===== config.mk =====
export PLATFORM = sky130hd
export DESIGN_NAME = guarded_output_port_control
export DESIGN_NICKNAME = d
export VERILOG_FILES = /design/src/hw/gpo_pkg.sv /design/src/hw/guarded_output_port_control.sv /design/src/hw/tick_timer.sv
export SDC_FILE = /design/constraint.sdc
export NUM_CORES = 1
export LEC_CHECK = 0
export ABC_AREA = 1
export BUFFER_PORTS_ARGS = -buffer_cell sky130_fd_sc_hd__buf_4
export CAP_MARGIN = 30
export CORE_MARGIN = 2
export CORE_UTILIZATION = 60
export DETAILED_ROUTE_END_ITERATION = 10
export GPL_TIMING_DRIVEN = 0
export PLACE_DENSITY_LB_ADDON = 0.05
export RECOVER_POWER = 100
export SLEW_MARGIN = 20
export SYNTH_ARGS = -nofsm -noshare
export SYNTH_HDL_FRONTEND = slang
export SYNTH_HIERARCHICAL = 1
export SYNTH_SLANG_ARGS = --single-unit
export TNS_END_PERCENT = 30

===== constraint.sdc =====
create_clock -name clk_i -period 4 [get_ports clk_i]
set_input_delay 0.4 -clock clk_i [delete_from_list [all_inputs] [get_ports clk_i]]
set_output_delay 0.4 -clock clk_i [all_outputs]
set_load 0.005 [all_outputs]

===== src/hw/gpo_pkg.sv =====
// Constants, field layouts and helpers for the guarded output port control.
// Assumes a 100 MHz clock and a 32-bit classic Wishbone register bus.
package gpo_pkg;
	localparam int unsigned CLK_HZ       = 100_000_000;
	localparam int unsigned CLK_NS       = 10;
	localparam int unsigned TICK_NS      = 1_000_000;
	localparam int unsigned TICK_CYCLES  = TICK_NS / CLK_NS;
	localparam int unsigned NV_WR_NS     = 100_000;
	localparam int unsigned NV_WR_CYCLES = NV_WR_NS / CLK_NS;
	localparam int unsigned MWD_TICKS    = 8;
	localparam int unsigned NCH          = 7;

	// Register byte offsets
	localparam logic [7:0] OFS_CMD    = 8'h00;
	localparam logic [7:0] OFS_REPLY  = 8'h04;
	localparam logic [7:0] OFS_RDATA0 = 8'h08;
	localparam logic [7:0] OFS_RDATA1 = 8'h0c;
	localparam logic [7:0] OFS_STATUS = 8'h10;
	localparam logic [7:0] OFS_CFG    = 8'h14;
	localparam logic [7:0] OFS_VALUES = 8'h18;
	localparam logic [7:0] OFS_HWD    = 8'h1c;
	localparam logic [7:0] OFS_NVCFG  = 8'h20;

	// Command opcodes in bits 3:0 of the command word
	localparam logic [3:0] OP_PORT_WR  = 4'h1;
	localparam logic [3:0] OP_CHAN_WR  = 4'h2;
	localparam logic [3:0] OP_MOD_STAT = 4'h3;
	localparam logic [3:0] OP_CLR_TO   = 4'h4;
	localparam logic [3:0] OP_RST_STAT = 4'h5;
	localparam logic [3:0] OP_IO_STAT  = 4'h6;
	localparam logic [3:0] OP_CFG_SET  = 4'h7;
	localparam logic [3:0] OP_PROTO    = 4'h8;

	// Field positions
	localparam int unsigned ARG0_LSB    = 8;
	localparam int unsigned ARG1_LSB    = 16;
	localparam int unsigned ARG2_LSB    = 24;
	localparam int unsigned VAL_SAFE_LSB = 8;
	localparam int unsigned ST_TO_BIT   = 8;
	localparam int unsigned ST_RST_BIT  = 9;
	localparam int unsigned ST_REC_BIT  = 10;
	localparam int unsigned ST_BUSY_BIT = 11;
	localparam int unsigned FMT_EDGE_BIT = 7;
	localparam int unsigned FMT_CSUM_BIT = 6;
	localparam logic [7:0]  FMT_RSVD_MASK = 8'h3f;

	// Reply characters
	localparam logic [7:0] CH_OK    = 8'h3e;
	localparam logic [7:0] CH_EXCL  = 8'h21;
	localparam logic [7:0] CH_BAD   = 8'h3f;
	localparam logic [7:0] ASC_ZERO = 8'h30;
	localparam logic [7:0] ASC_ALPHA = 8'h37;

	// Channel write selectors and values
	localparam logic [7:0] BB_MULTI0 = 8'h00;
	localparam logic [7:0] BB_MULTI1 = 8'h0a;
	localparam logic [3:0] BB_ONE0   = 4'h1;
	localparam logic [3:0] BB_ONE1   = 4'ha;
	localparam logic [7:0] DD_CLR    = 8'h00;
	localparam logic [7:0] DD_SET    = 8'h01;

	// Module status codes
	localparam logic [7:0] MOD_STAT_TO = 8'h04;
	localparam logic [7:0] MOD_STAT_OK = 8'h00;

	// Configuration values
	localparam logic [7:0] FACT_ADDR = 8'h01;
	localparam logic [7:0] FACT_BAUD = 8'h06;
	localparam logic [7:0] FACT_FMT  = 8'h00;
	localparam logic [7:0] REC_ADDR  = 8'h00;
	localparam logic [7:0] REC_BAUD  = 8'h06;
	localparam logic [7:0] REC_FMT   = 8'h00;
	localparam logic       PROTO_ASCII = 1'b0;
	localparam logic       PROTO_RTU   = 1'b1;
	localparam logic [15:0] HWD_RST  = 16'h0000;
	localparam logic [7:0] BAUD_MIN  = 8'h03;
	localparam logic [7:0] BAUD_MAX  = 8'h0a;
	localparam logic [16:0] BAUD_DIV [8] = '{
		17'(CLK_HZ / 1200), 17'(CLK_HZ / 2400), 17'(CLK_HZ / 4800),
		17'(CLK_HZ / 9600), 17'(CLK_HZ / 19200), 17'(CLK_HZ / 38400),
		17'(CLK_HZ / 57600), 17'(CLK_HZ / 115200)};

	// Clock cycles per bit for a baud code; an unknown code falls back to 9600
	function automatic logic [16:0] baud_div(input logic [7:0] code);
		logic [7:0] idx;
		idx = (code < BAUD_MIN || code > BAUD_MAX) ? REC_BAUD - BAUD_MIN : code - BAUD_MIN;
		return BAUD_DIV[idx[2:0]];
	endfunction

	function automatic logic [7:0] hex_ascii(input logic [3:0] n);
		return (n < 4'ha) ? ASC_ZERO + {4'h0, n} : ASC_ALPHA + {4'h0, n};
	endfunction

	// Two characters, the high nibble's character in the low byte (sent first)
	function automatic logic [15:0] hex_pair(input logic [7:0] b);
		return {hex_ascii(b[3:0]), hex_ascii(b[7:4])};
	endfunction
endpackage


===== src/hw/guarded_output_port_control.sv =====
// Seven-channel output port control with host watchdog, reset flag and recovery strap.
// Assumes a Wishbone master on clk_i; the strap pin is asynchronous to it.
//
// Design decisions made here: the Wishbone slave port and the register offsets.
`timescale 1ns/10ps
module guarded_output_port_control #(
	parameter int unsigned NCH          = gpo_pkg::NCH,
	parameter int unsigned TICK_CYCLES  = gpo_pkg::TICK_CYCLES,
	parameter int unsigned NV_WR_CYCLES = gpo_pkg::NV_WR_CYCLES,
	parameter int unsigned MWD_TICKS    = gpo_pkg::MWD_TICKS,
	parameter bit          RTU_VARIANT  = 1'b0
)(
	input  wire logic           clk_i,
	input  wire logic           rst_i,
	input  wire logic           wb_cyc_i,
	input  wire logic           wb_stb_i,
	input  wire logic           wb_we_i,
	input  wire logic [7:0]     wb_adr_i,
	input  wire logic [3:0]     wb_sel_i,
	input  wire logic [31:0]    wb_dat_i,
	output logic      [31:0]    wb_dat_o,
	output logic                wb_ack_o,
	input  wire logic           strap_n_i,
	input  wire logic           nv_factory_i,
	output logic      [NCH-1:0] dout_o,
	output logic      [7:0]     link_addr_o,
	output logic      [16:0]    baud_div_o,
	output logic                csum_en_o,
	output logic                count_rise_o,
	output logic                proto_rtu_o,
	output logic                recov_o,
	output logic                timeout_o
);
	localparam int unsigned NVW = $clog2(NV_WR_CYCLES + 1);
	localparam int unsigned TW  = $clog2(TICK_CYCLES + 1);

	typedef enum logic [1:0] {S_BOOT, S_IDLE, S_NVWR} state_t;

	// Cells that survive every reset
	typedef struct packed {
		logic [7:0]     addr;
		logic [7:0]     baud;
		logic [7:0]     fmt;
		logic           proto;
		logic           to;
		logic [NCH-1:0] pov;
		logic [NCH-1:0] safe;
		logic [15:0]    hwd;
	} nv_t;

	typedef struct packed {
		state_t         state;
		logic           strap_s1;
		logic           strap_s2;
		logic           recov;
		logic [NCH-1:0] outs;
		logic           rst_flag;
		logic           ack;
		logic [31:0]    dat;
		logic [7:0]     delim;
		logic [3:0]     rlen;
		logic [31:0]    rdat0;
		logic [15:0]    rdat1;
		logic [7:0]     act_addr;
		logic [7:0]     act_baud;
		logic [7:0]     act_fmt;
		logic           act_proto;
		logic [16:0]    baud_div;
		logic [NVW-1:0] nv_cnt;
		logic [7:0]     stg_addr;
		logic [7:0]     stg_baud;
		logic [7:0]     stg_fmt;
		logic           stg_proto;
		nv_t            nv;
	} st_t;

	st_t            st_r;
	st_t            st_nxt;
	nv_t            keep_nv;
	logic           req;
	logic           cmd_wr;
	logic           wr_ack;
	logic           exec;
	logic           busy;
	logic           rst_any;
	logic           mwd_rst;
	logic           tick;
	logic           hwd_exp;
	logic           hwd_restart;
	logic           refresh;
	logic           chg;
	logic [31:0]    rd_mux;
	logic [3:0]     op;
	logic [7:0]     arg0;
	logic [7:0]     arg1;
	logic [7:0]     arg2;
	logic [NCH-1:0] ch_mask;

	assign req     = wb_cyc_i & wb_stb_i;
	assign cmd_wr  = req & wb_we_i & (wb_adr_i == gpo_pkg::OFS_CMD);
	assign busy    = st_r.state != S_IDLE;
	assign wr_ack  = req & wb_we_i & st_r.ack;
	assign exec    = wr_ack & (wb_adr_i == gpo_pkg::OFS_CMD) & wb_sel_i[0] & ~busy;
	assign rst_any = rst_i | mwd_rst;
	assign op      = wb_dat_i[3:0];
	assign arg0    = wb_dat_i[gpo_pkg::ARG0_LSB +: 8];
	assign arg1    = wb_dat_i[gpo_pkg::ARG1_LSB +: 8];
	assign arg2    = wb_dat_i[gpo_pkg::ARG2_LSB +: 8];
	assign ch_mask = NCH'(1) << arg0[3:0];

	// Handling counts as alive while it sits idle or a save is still running
	assign refresh = (st_r.state == S_IDLE) || (st_r.state == S_BOOT) ||
		(st_r.state == S_NVWR && st_r.nv_cnt < NVW'(NV_WR_CYCLES));

	// Millisecond tick, host watchdog and module watchdog share one counter design
	tick_timer #(.W(TW)) u_tick (
		.clk_i     (clk_i),
		.rst_i     (rst_any),
		.tick_i    (1'b1),
		.restart_i (1'b0),
		.en_i      (1'b1),
		.limit_i   (TW'(TICK_CYCLES)),
		.expire_o  (tick)
	);

	tick_timer #(.W(16)) u_host_wd (
		.clk_i     (clk_i),
		.rst_i     (rst_any),
		.tick_i    (tick),
		.restart_i (hwd_restart),
		.en_i      (~st_r.nv.to),
		.limit_i   (st_r.nv.hwd),
		.expire_o  (hwd_exp)
	);

	// Its own reset is rst_i only, so a bite cannot hold itself in reset
	tick_timer #(.W(16)) u_module_wd (
		.clk_i     (clk_i),
		.rst_i     (rst_i),
		.tick_i    (tick),
		.restart_i (refresh),
		.en_i      (1'b1),
		.limit_i   (16'(MWD_TICKS)),
		.expire_o  (mwd_rst)
	);

	// Read data for the current address; unmapped addresses read zero
	always_comb
	begin
		rd_mux = '0;
		case (wb_adr_i)
			gpo_pkg::OFS_REPLY:  rd_mux = {20'h0, st_r.rlen, st_r.delim};
			gpo_pkg::OFS_RDATA0: rd_mux = st_r.rdat0;
			gpo_pkg::OFS_RDATA1: rd_mux = {16'h0, st_r.rdat1};
			gpo_pkg::OFS_STATUS:
			begin
				rd_mux[NCH-1:0]              = st_r.outs;
				rd_mux[gpo_pkg::ST_TO_BIT]   = st_r.nv.to;
				rd_mux[gpo_pkg::ST_RST_BIT]  = st_r.rst_flag;
				rd_mux[gpo_pkg::ST_REC_BIT]  = st_r.recov;
				rd_mux[gpo_pkg::ST_BUSY_BIT] = busy;
			end
			gpo_pkg::OFS_CFG:
				rd_mux = {7'h0, st_r.act_proto, st_r.act_fmt, st_r.act_baud, st_r.act_addr};
			gpo_pkg::OFS_VALUES:
			begin
				rd_mux[NCH-1:0]                          = st_r.nv.pov;
				rd_mux[gpo_pkg::VAL_SAFE_LSB +: NCH]     = st_r.nv.safe;
			end
			gpo_pkg::OFS_HWD:    rd_mux = {16'h0, st_r.nv.hwd};
			gpo_pkg::OFS_NVCFG:
				rd_mux = {7'h0, st_r.nv.proto, st_r.nv.fmt, st_r.nv.baud, st_r.nv.addr};
			default:             rd_mux = '0;
		endcase
	end

	// Next state: bus, command execution, watchdog events, then resets
	always_comb
	begin
		st_nxt          = st_r;
		hwd_restart     = 1'b0;
		keep_nv         = st_r.nv;
		chg             = (arg1 != st_r.nv.baud) ||
			(arg2[gpo_pkg::FMT_CSUM_BIT] != st_r.nv.fmt[gpo_pkg::FMT_CSUM_BIT]);
		st_nxt.strap_s1 = strap_n_i;
		st_nxt.strap_s2 = st_r.strap_s1;
		// A command write waits for ack while a save or boot is running
		st_nxt.ack      = req & ~st_r.ack & ~(busy & cmd_wr);
		if (req & ~st_r.ack)
			st_nxt.dat = rd_mux;
		case (st_r.state)
			S_BOOT:
			begin
				st_nxt.recov = ~st_r.strap_s2;
				if (~st_r.strap_s2)
				begin
					st_nxt.act_addr  = gpo_pkg::REC_ADDR;
					st_nxt.act_baud  = gpo_pkg::REC_BAUD;
					st_nxt.act_fmt   = gpo_pkg::REC_FMT;
					st_nxt.act_proto = gpo_pkg::PROTO_ASCII;
				end
				else
				begin
					st_nxt.act_addr  = st_r.nv.addr;
					st_nxt.act_baud  = st_r.nv.baud;
					st_nxt.act_fmt   = st_r.nv.fmt;
					st_nxt.act_proto = st_r.nv.proto;
				end
				st_nxt.baud_div = gpo_pkg::baud_div(~st_r.strap_s2 ?
					gpo_pkg::REC_BAUD : st_r.nv.baud);
				st_nxt.state    = S_IDLE;
			end
			S_NVWR:
			begin
				// Saved values reach the cells only; active settings wait for boot
				if (st_r.nv_cnt >= NVW'(NV_WR_CYCLES - 1))
				begin
					st_nxt.nv.addr  = st_r.stg_addr;
					st_nxt.nv.baud  = st_r.stg_baud;
					st_nxt.nv.fmt   = st_r.stg_fmt;
					st_nxt.nv.proto = st_r.stg_proto;
					st_nxt.state    = S_IDLE;
				end
				else
					st_nxt.nv_cnt = st_r.nv_cnt + NVW'(1);
			end
			S_IDLE:
			begin
				if (exec)
				begin
					hwd_restart  = 1'b1;
					st_nxt.delim = gpo_pkg::CH_EXCL;
					st_nxt.rlen  = 4'h0;
					st_nxt.rdat0 = '0;
					st_nxt.rdat1 = '0;
					case (op)
						gpo_pkg::OP_PORT_WR:
						begin
							if (st_r.nv.to)
								st_nxt.delim = gpo_pkg::CH_EXCL;
							else if ((arg0 >> NCH) != 8'h00)
								st_nxt.delim = gpo_pkg::CH_BAD;
							else
							begin
								st_nxt.outs  = arg0[NCH-1:0];
								st_nxt.delim = gpo_pkg::CH_OK;
							end
						end
						gpo_pkg::OP_CHAN_WR:
						begin
							st_nxt.delim = gpo_pkg::CH_BAD;
							if (st_r.nv.to)
								st_nxt.delim = gpo_pkg::CH_EXCL;
							else if ((arg0 == gpo_pkg::BB_MULTI0 ||
								arg0 == gpo_pkg::BB_MULTI1) && (arg1 >> NCH) == 8'h00)
							begin
								st_nxt.outs  = arg1[NCH-1:0];
								st_nxt.delim = gpo_pkg::CH_OK;
							end
							else if ((arg0[7:4] == gpo_pkg::BB_ONE0 ||
								arg0[7:4] == gpo_pkg::BB_ONE1) && arg0[3:0] < 4'(NCH))
							begin
								if (arg1 == gpo_pkg::DD_CLR)
								begin
									st_nxt.outs  = st_r.outs & ~ch_mask;
									st_nxt.delim = gpo_pkg::CH_OK;
								end
								else if (arg1 == gpo_pkg::DD_SET)
								begin
									st_nxt.outs  = st_r.outs | ch_mask;
									st_nxt.delim = gpo_pkg::CH_OK;
								end
							end
						end
						gpo_pkg::OP_MOD_STAT:
						begin
							st_nxt.rdat0 = {16'h0, gpo_pkg::hex_pair(st_r.nv.to ?
								gpo_pkg::MOD_STAT_TO : gpo_pkg::MOD_STAT_OK)};
							st_nxt.rlen  = 4'h2;
						end
						gpo_pkg::OP_CLR_TO:
							st_nxt.nv.to = 1'b0;
						gpo_pkg::OP_RST_STAT:
						begin
							st_nxt.rdat0    = {8'h00, gpo_pkg::ASC_ZERO + {7'h0, st_r.rst_flag},
								gpo_pkg::hex_pair(st_r.act_addr)};
							st_nxt.rlen     = 4'h3;
							st_nxt.rst_flag = 1'b0;
						end
						gpo_pkg::OP_IO_STAT:
						begin
							// First byte channels, second byte zero, then the status tail
							st_nxt.rdat0 = {gpo_pkg::hex_pair(8'h00),
								gpo_pkg::hex_pair(8'(st_r.outs))};
							st_nxt.rdat1 = gpo_pkg::hex_pair(8'h00);
							st_nxt.rlen  = 4'h6;
						end
						gpo_pkg::OP_CFG_SET:
						begin
							if ((chg && !st_r.recov) || arg1 < gpo_pkg::BAUD_MIN ||
								arg1 > gpo_pkg::BAUD_MAX ||
								(arg2 & gpo_pkg::FMT_RSVD_MASK) != 8'h00)
								st_nxt.delim = gpo_pkg::CH_BAD;
							else
							begin
								st_nxt.stg_addr  = arg0;
								st_nxt.stg_baud  = arg1;
								st_nxt.stg_fmt   = arg2;
								st_nxt.stg_proto = st_r.nv.proto;
								st_nxt.nv_cnt    = '0;
								st_nxt.state     = S_NVWR;
								st_nxt.rdat0     = {16'h0, gpo_pkg::hex_pair(arg0)};
								st_nxt.rlen      = 4'h2;
							end
						end
						gpo_pkg::OP_PROTO:
						begin
							if (!st_r.recov)
								st_nxt.delim = gpo_pkg::CH_BAD;
							else
							begin
								st_nxt.stg_addr  = st_r.nv.addr;
								st_nxt.stg_baud  = st_r.nv.baud;
								st_nxt.stg_fmt   = st_r.nv.fmt;
								st_nxt.stg_proto = arg0[0];
								st_nxt.nv_cnt    = '0;
								st_nxt.state     = S_NVWR;
							end
						end
						default: st_nxt.delim = gpo_pkg::CH_BAD;
					endcase
				end
			end
			default: st_nxt.state = S_BOOT;
		endcase
		// Predefined values and host watchdog interval, by byte lane
		if (wr_ack && wb_adr_i == gpo_pkg::OFS_VALUES)
		begin
			if (wb_sel_i[0])
				st_nxt.nv.pov = wb_dat_i[NCH-1:0];
			if (wb_sel_i[1])
				st_nxt.nv.safe = wb_dat_i[gpo_pkg::VAL_SAFE_LSB +: NCH];
		end
		if (wr_ack && wb_adr_i == gpo_pkg::OFS_HWD)
		begin
			if (wb_sel_i[0])
				st_nxt.nv.hwd[7:0] = wb_dat_i[7:0];
			if (wb_sel_i[1])
				st_nxt.nv.hwd[15:8] = wb_dat_i[15:8];
		end
		// Expiry wins over a clear-timeout command in the same cycle
		if (hwd_exp)
		begin
			st_nxt.nv.to = 1'b1;
			st_nxt.outs  = st_r.nv.safe;
		end
		if (nv_factory_i)
		begin
			st_nxt.nv.addr  = gpo_pkg::FACT_ADDR;
			st_nxt.nv.baud  = gpo_pkg::FACT_BAUD;
			st_nxt.nv.fmt   = gpo_pkg::FACT_FMT;
			st_nxt.nv.proto = RTU_VARIANT ? gpo_pkg::PROTO_RTU : gpo_pkg::PROTO_ASCII;
			st_nxt.nv.to    = 1'b0;
			st_nxt.nv.pov   = '0;
			st_nxt.nv.safe  = '0;
			st_nxt.nv.hwd   = gpo_pkg::HWD_RST;
		end
		// Any reset keeps the cells and the synchroniser, sets the reset flag, loads the outputs from the cells and clears the rest
		if (rst_any)
		begin
			keep_nv         = st_nxt.nv;
			st_nxt          = '0;
			st_nxt.nv       = keep_nv;
			st_nxt.strap_s1 = strap_n_i;
			st_nxt.strap_s2 = st_r.strap_s1;
			st_nxt.state    = S_BOOT;
			st_nxt.rst_flag = 1'b1;
			st_nxt.outs     = keep_nv.to ? keep_nv.safe : keep_nv.pov;
		end
	end

	always_ff @(posedge clk_i)
		st_r <= st_nxt;

	assign wb_dat_o     = st_r.dat;
	assign wb_ack_o     = st_r.ack;
	assign dout_o       = st_r.outs;
	assign link_addr_o  = st_r.act_addr;
	assign baud_div_o   = st_r.baud_div;
	assign csum_en_o    = st_r.act_fmt[gpo_pkg::FMT_CSUM_BIT];
	assign count_rise_o = st_r.act_fmt[gpo_pkg::FMT_EDGE_BIT];
	assign proto_rtu_o  = st_r.act_proto;
	assign recov_o      = st_r.recov;
	assign timeout_o    = st_r.nv.to;
endmodule


===== src/hw/tick_timer.sv =====
// Interval counter: counts enable ticks and pulses once when the limit is reached.
// Assumes ticks and controls come from logic on the same clock.
`timescale 1ns/10ps
module tick_timer #(
	parameter int unsigned W = 16
)(
	input  wire logic         clk_i,
	input  wire logic         rst_i,
	input  wire logic         tick_i,
	input  wire logic         restart_i,
	input  wire logic         en_i,
	input  wire logic [W-1:0] limit_i,
	output logic              expire_o
);
	typedef struct packed {
		logic [W-1:0] cnt;
		logic         exp;
	} tmr_t;

	tmr_t st_r;
	tmr_t st_nxt;

	// Restart or disable clears the count; the limit wraps it with a pulse
	always_comb
	begin
		st_nxt     = st_r;
		st_nxt.exp = 1'b0;
		if (!en_i || restart_i || limit_i == '0)
			st_nxt.cnt = '0;
		else if (tick_i)
		begin
			if (st_r.cnt >= limit_i - W'(1))
			begin
				st_nxt.cnt = '0;
				st_nxt.exp = 1'b1;
			end
			else
				st_nxt.cnt = st_r.cnt + W'(1);
		end
		if (rst_i)
			st_nxt = '0;
	end

	always_ff @(posedge clk_i)
		st_r <= st_nxt;

	assign expire_o = st_r.exp;
endmodule


==> results.py <==
metrics = {
    "logic_synthesis": {
        "ys_types": 58,
        "avgSynthCellArea_um2": 6.92,
        "synth_commonest_cells": "459 x nand2_1, 279 x inv_1, 243 x dfxtp_1",
        "yosys_warnings": 6,
        "synth_flop_cell": "dfxtp_1",
        "synth.most_common_cell": "nand2_1",
        "synth_area_mm2": 0.0155,
        "syn-instance-count": 2233,
        "seq_area_frac_synth_pct": 32.8,
        "synth_area_leaders": "dfxtp_1 31%, nand2_1 11%, inv_1 6.8%",
        "async_flop_share_pct": 0,
        "synth_area_leader_cell": "dfxtp_1",
        "synth_edf_count": 7,
        "ys_ff_latch": 250,
        "netlist.area_leader.share_pct": 31.5,
    },
    "cells_and_area": {
        "layout-drive-gt1-share_pct": 11.6,
        "fin_cells": 2822,
        "area_delta_synth_final_pct": 15.4,
        "antenna_cells": 0,
        "final_nets": 2604,
    },
    "die": {
        "num_io_pins": 121,
        "core_mm2": 0.0253,
        "die_h_um": 165,
        "die_area_mm2": 0.0271,
        "start_util_pct": 61.2,
        "rows": 58,
        "die-width_um": 165,
    },
    "worst_setup_path": {
        "cp-start-kind": "register",
        "r2r_slack_ns": 0.71,
        "path_depth": 4,
        "worstPathBufferInverterCount": 2,
        "worstPathCellList": "nor2_1 > clkbuf_1 > clkbuf_1 > nand3_1",
        "cp_max_fo": 10,
        "path_delay_family": "simple AND/OR/NAND/NOR gates",
        "crit_top_cell": "clkbuf_1",
        "required_ns": 4.19,
        "arrival_ns": 3.48,
        "cp-end-kind": "register",
        "slowest_delay_ns": 0.93,
        "crit_type": "register to register",
        "rr_endpoint": "dout_o[3]",
        "rr_worst_depth": 4,
        "rr_startpoint": "u_module_wd/expire_o",
        "slowest_stage": "nor2_1",
    },
    "placement": {
        "hpwl_um": 36300,
        "dp.cells": 2775,
        "gp_congestion": 1.03,
        "portBuffers": 112,
    },
    "min_path": {
        "holdPathEnd": "timeout_o",
        "hold_path_depth": 2,
        "hp-class": "input port to register",
        "min_from": "nv_factory_i",
    },
    "sta": {
        "hold_viol_final": 0,
        "final_max_slew_viol_count": 0,
        "max_slew_margin_pct": 16.6,
        "worst_pin_slew_ns": 1.25,
        "skew_ns": 0.0105,
        "setup_viol_count_final": 0,
        "setup_tns_ns": 0,
        "fin_crit_sh_pct": 82.2,
        "rsz0062_at_grt": "no",
        "fmaxAchievable_mhz": 304,
        "period_needed_ns": 3.29,
    },
    "drt": {
        "postRouteWirelength_um": 46900,
        "viasPerCell": 5.45,
        "firstDrtPassIters": 7,
        "ant_nets": 0,
        "wl_per_cell_um": 16.6,
        "drt_iter0_drc": 1778,
        "drc": 0,
        "vias": 15400,
    },
    "cts": {
        "cts_resized": 0,
        "cts_tree": "done",
        "cts_made_buffers": 28,
        "cts_buffer_depth": 3,
        "tritoncts_num_sinks": 250,
        "h-tree-depth": 1,
        "post_cts_buffers": 0,
        "cts.clk_slew.worst_paths_ns": 0.06,
        "insertion_delay_ns": 0.55,
        "cts-root-buf": "clkbuf_16",
        "hold_buffers": 1,
    },
    "global_route": {
        "grtUsageTotal_pct": 34.4,
        "antenna_found_initial": 0,
        "grt_pass1_vias": 13900,
        "overflow": 0,
        "grt_max_degree": 14,
        "grt_first_pass_wirelength_um": 72800,
    },
    "power_and_ir_drop": {
        "p_total_mw": 5.55,
        "vdd_drop_max_v": 0.000406,
        "leakage_nw": 7.92,
        "cellPowerDensity_mw_per_mm2": 311,
    },
    "run_status": {
        "status": "completed",
    },
    "flow_run": {
        "cap_violations": 0,
    },
}
-- placed cells by master (no fill, tap or decap), types with 5 or more instances in the layout --
cell	n
a211oi_1	10
a21oi_1	207
a31oi_1	6
buf_2	6
buf_4	116
clkbuf_1	63
clkbuf_16	29
clkbuf_4	63
clkinv_1	8
clkinv_2	6
conb_1	102
dfxtp_1	243
edfxtp_1	7
ha_1	77
inv_1	281
inv_2	10
nand2_1	465
nand3_1	111
nand4_1	25
nor2_1	206
nor2_2	23
nor2_4	5
nor3_1	20
nor3_4	6
o211ai_1	34
o21ai_0	181
o21ai_1	6
o21bai_1	8
o22ai_1	8
xnor2_1	29
xor2_1	69
-- metal layers --
metal / global-route usage (%) / share of wire (%)
met5: 0 / 0
met4: 10.0 / 2.8
met3: 7.21 / 11
met2: 54.6 / 44
met1: 47.4 / 42
-- worst max path at each step --
stage / slack, ns / from / endpoint
floorplan: 1.66 / st_r[0] / u_host_wd/st_r[10]
global route: 0.49 / st_r[0] / u_host_wd/st_r[4]
finish: 0.71 / u_module_wd/expire_o / dout_o[3]
CTS: 0.91 / u_module_wd/expire_o / dout_o[0]
global placement: 0.79 / rst_i / dout_o[1]
detailed placement: 0.71 / rst_i / dout_o[2]
-- registers in the layout, indices dropped and copies added (netlist names), 7 cells and up --
signal	flops
st_r	136
wb_dat_o	26
u_tick/st_r	17
u_host_wd/st_r	16
u_module_wd/st_r	16
baud_div_o	15
link_addr_o	8
dout_o	7
-- layout make-up --
type,instances,area [um2]
Buffer,136,811
Multi-Input combinational cell,1647,8680
Timing Repair Buffer,113,836
Clock inverter,8,90.1
Clock buffer,38,800
Inverter,300,1130
Tap cell,330,413
Sequential cell,250,5070
Fill cell,2246,7420
-- power breakdown --
group | leakage, nW | internal [mW] | switching (mW) | total (mW)
clock | 0.444 | 1.51 | 1.04 | 2.54
sequential | 2.03 | 2.52 | 0.0133 | 2.53
combinational | 5.44 | 0.160 | 0.308 | 0.468
total | 7.92 | 4.19 | 1.36 | 5.55
-- cells by family after synthesis --
family | share of synthesized area (%)
AOI/OAI and AO/OA | 17.1
xor gates and xnor gates | 5.55
adders and majority gates | 6.23
buffers and inverters | 12.9
DFF | 32.8
muxes | 0.194
other | 0.0486
and+or+nand+nor | 25.2
-- metrics by stage --
step / utilization [%] / hold WS [ns] / setup slack, ns / instance area, um2
final: 70.6 / 0.0249 / 0.712 / 17800
after global routing: 70.6 / 0.0375 / 0.489 / 17800
after CTS: 71.2 / 0.0290 / 0.912 / 18000
after detailed placement: 67.7 / 0.328 / 0.706 / 17100
after global placement: 67.7 / 0.312 / 0.791 / 17100
after floorplan: - / 0.310 / 1.66 / 15800
-- worst register-to-register path: cells and delay by family (launching register included) --
family / cells / cell delay, ns
flip-flops: 1 / 0.30
AND/OR/NAND/NOR: 2 / 1.37
buffers and inverters: 2 / 1.26
Power figures use the tool's default switching activity.
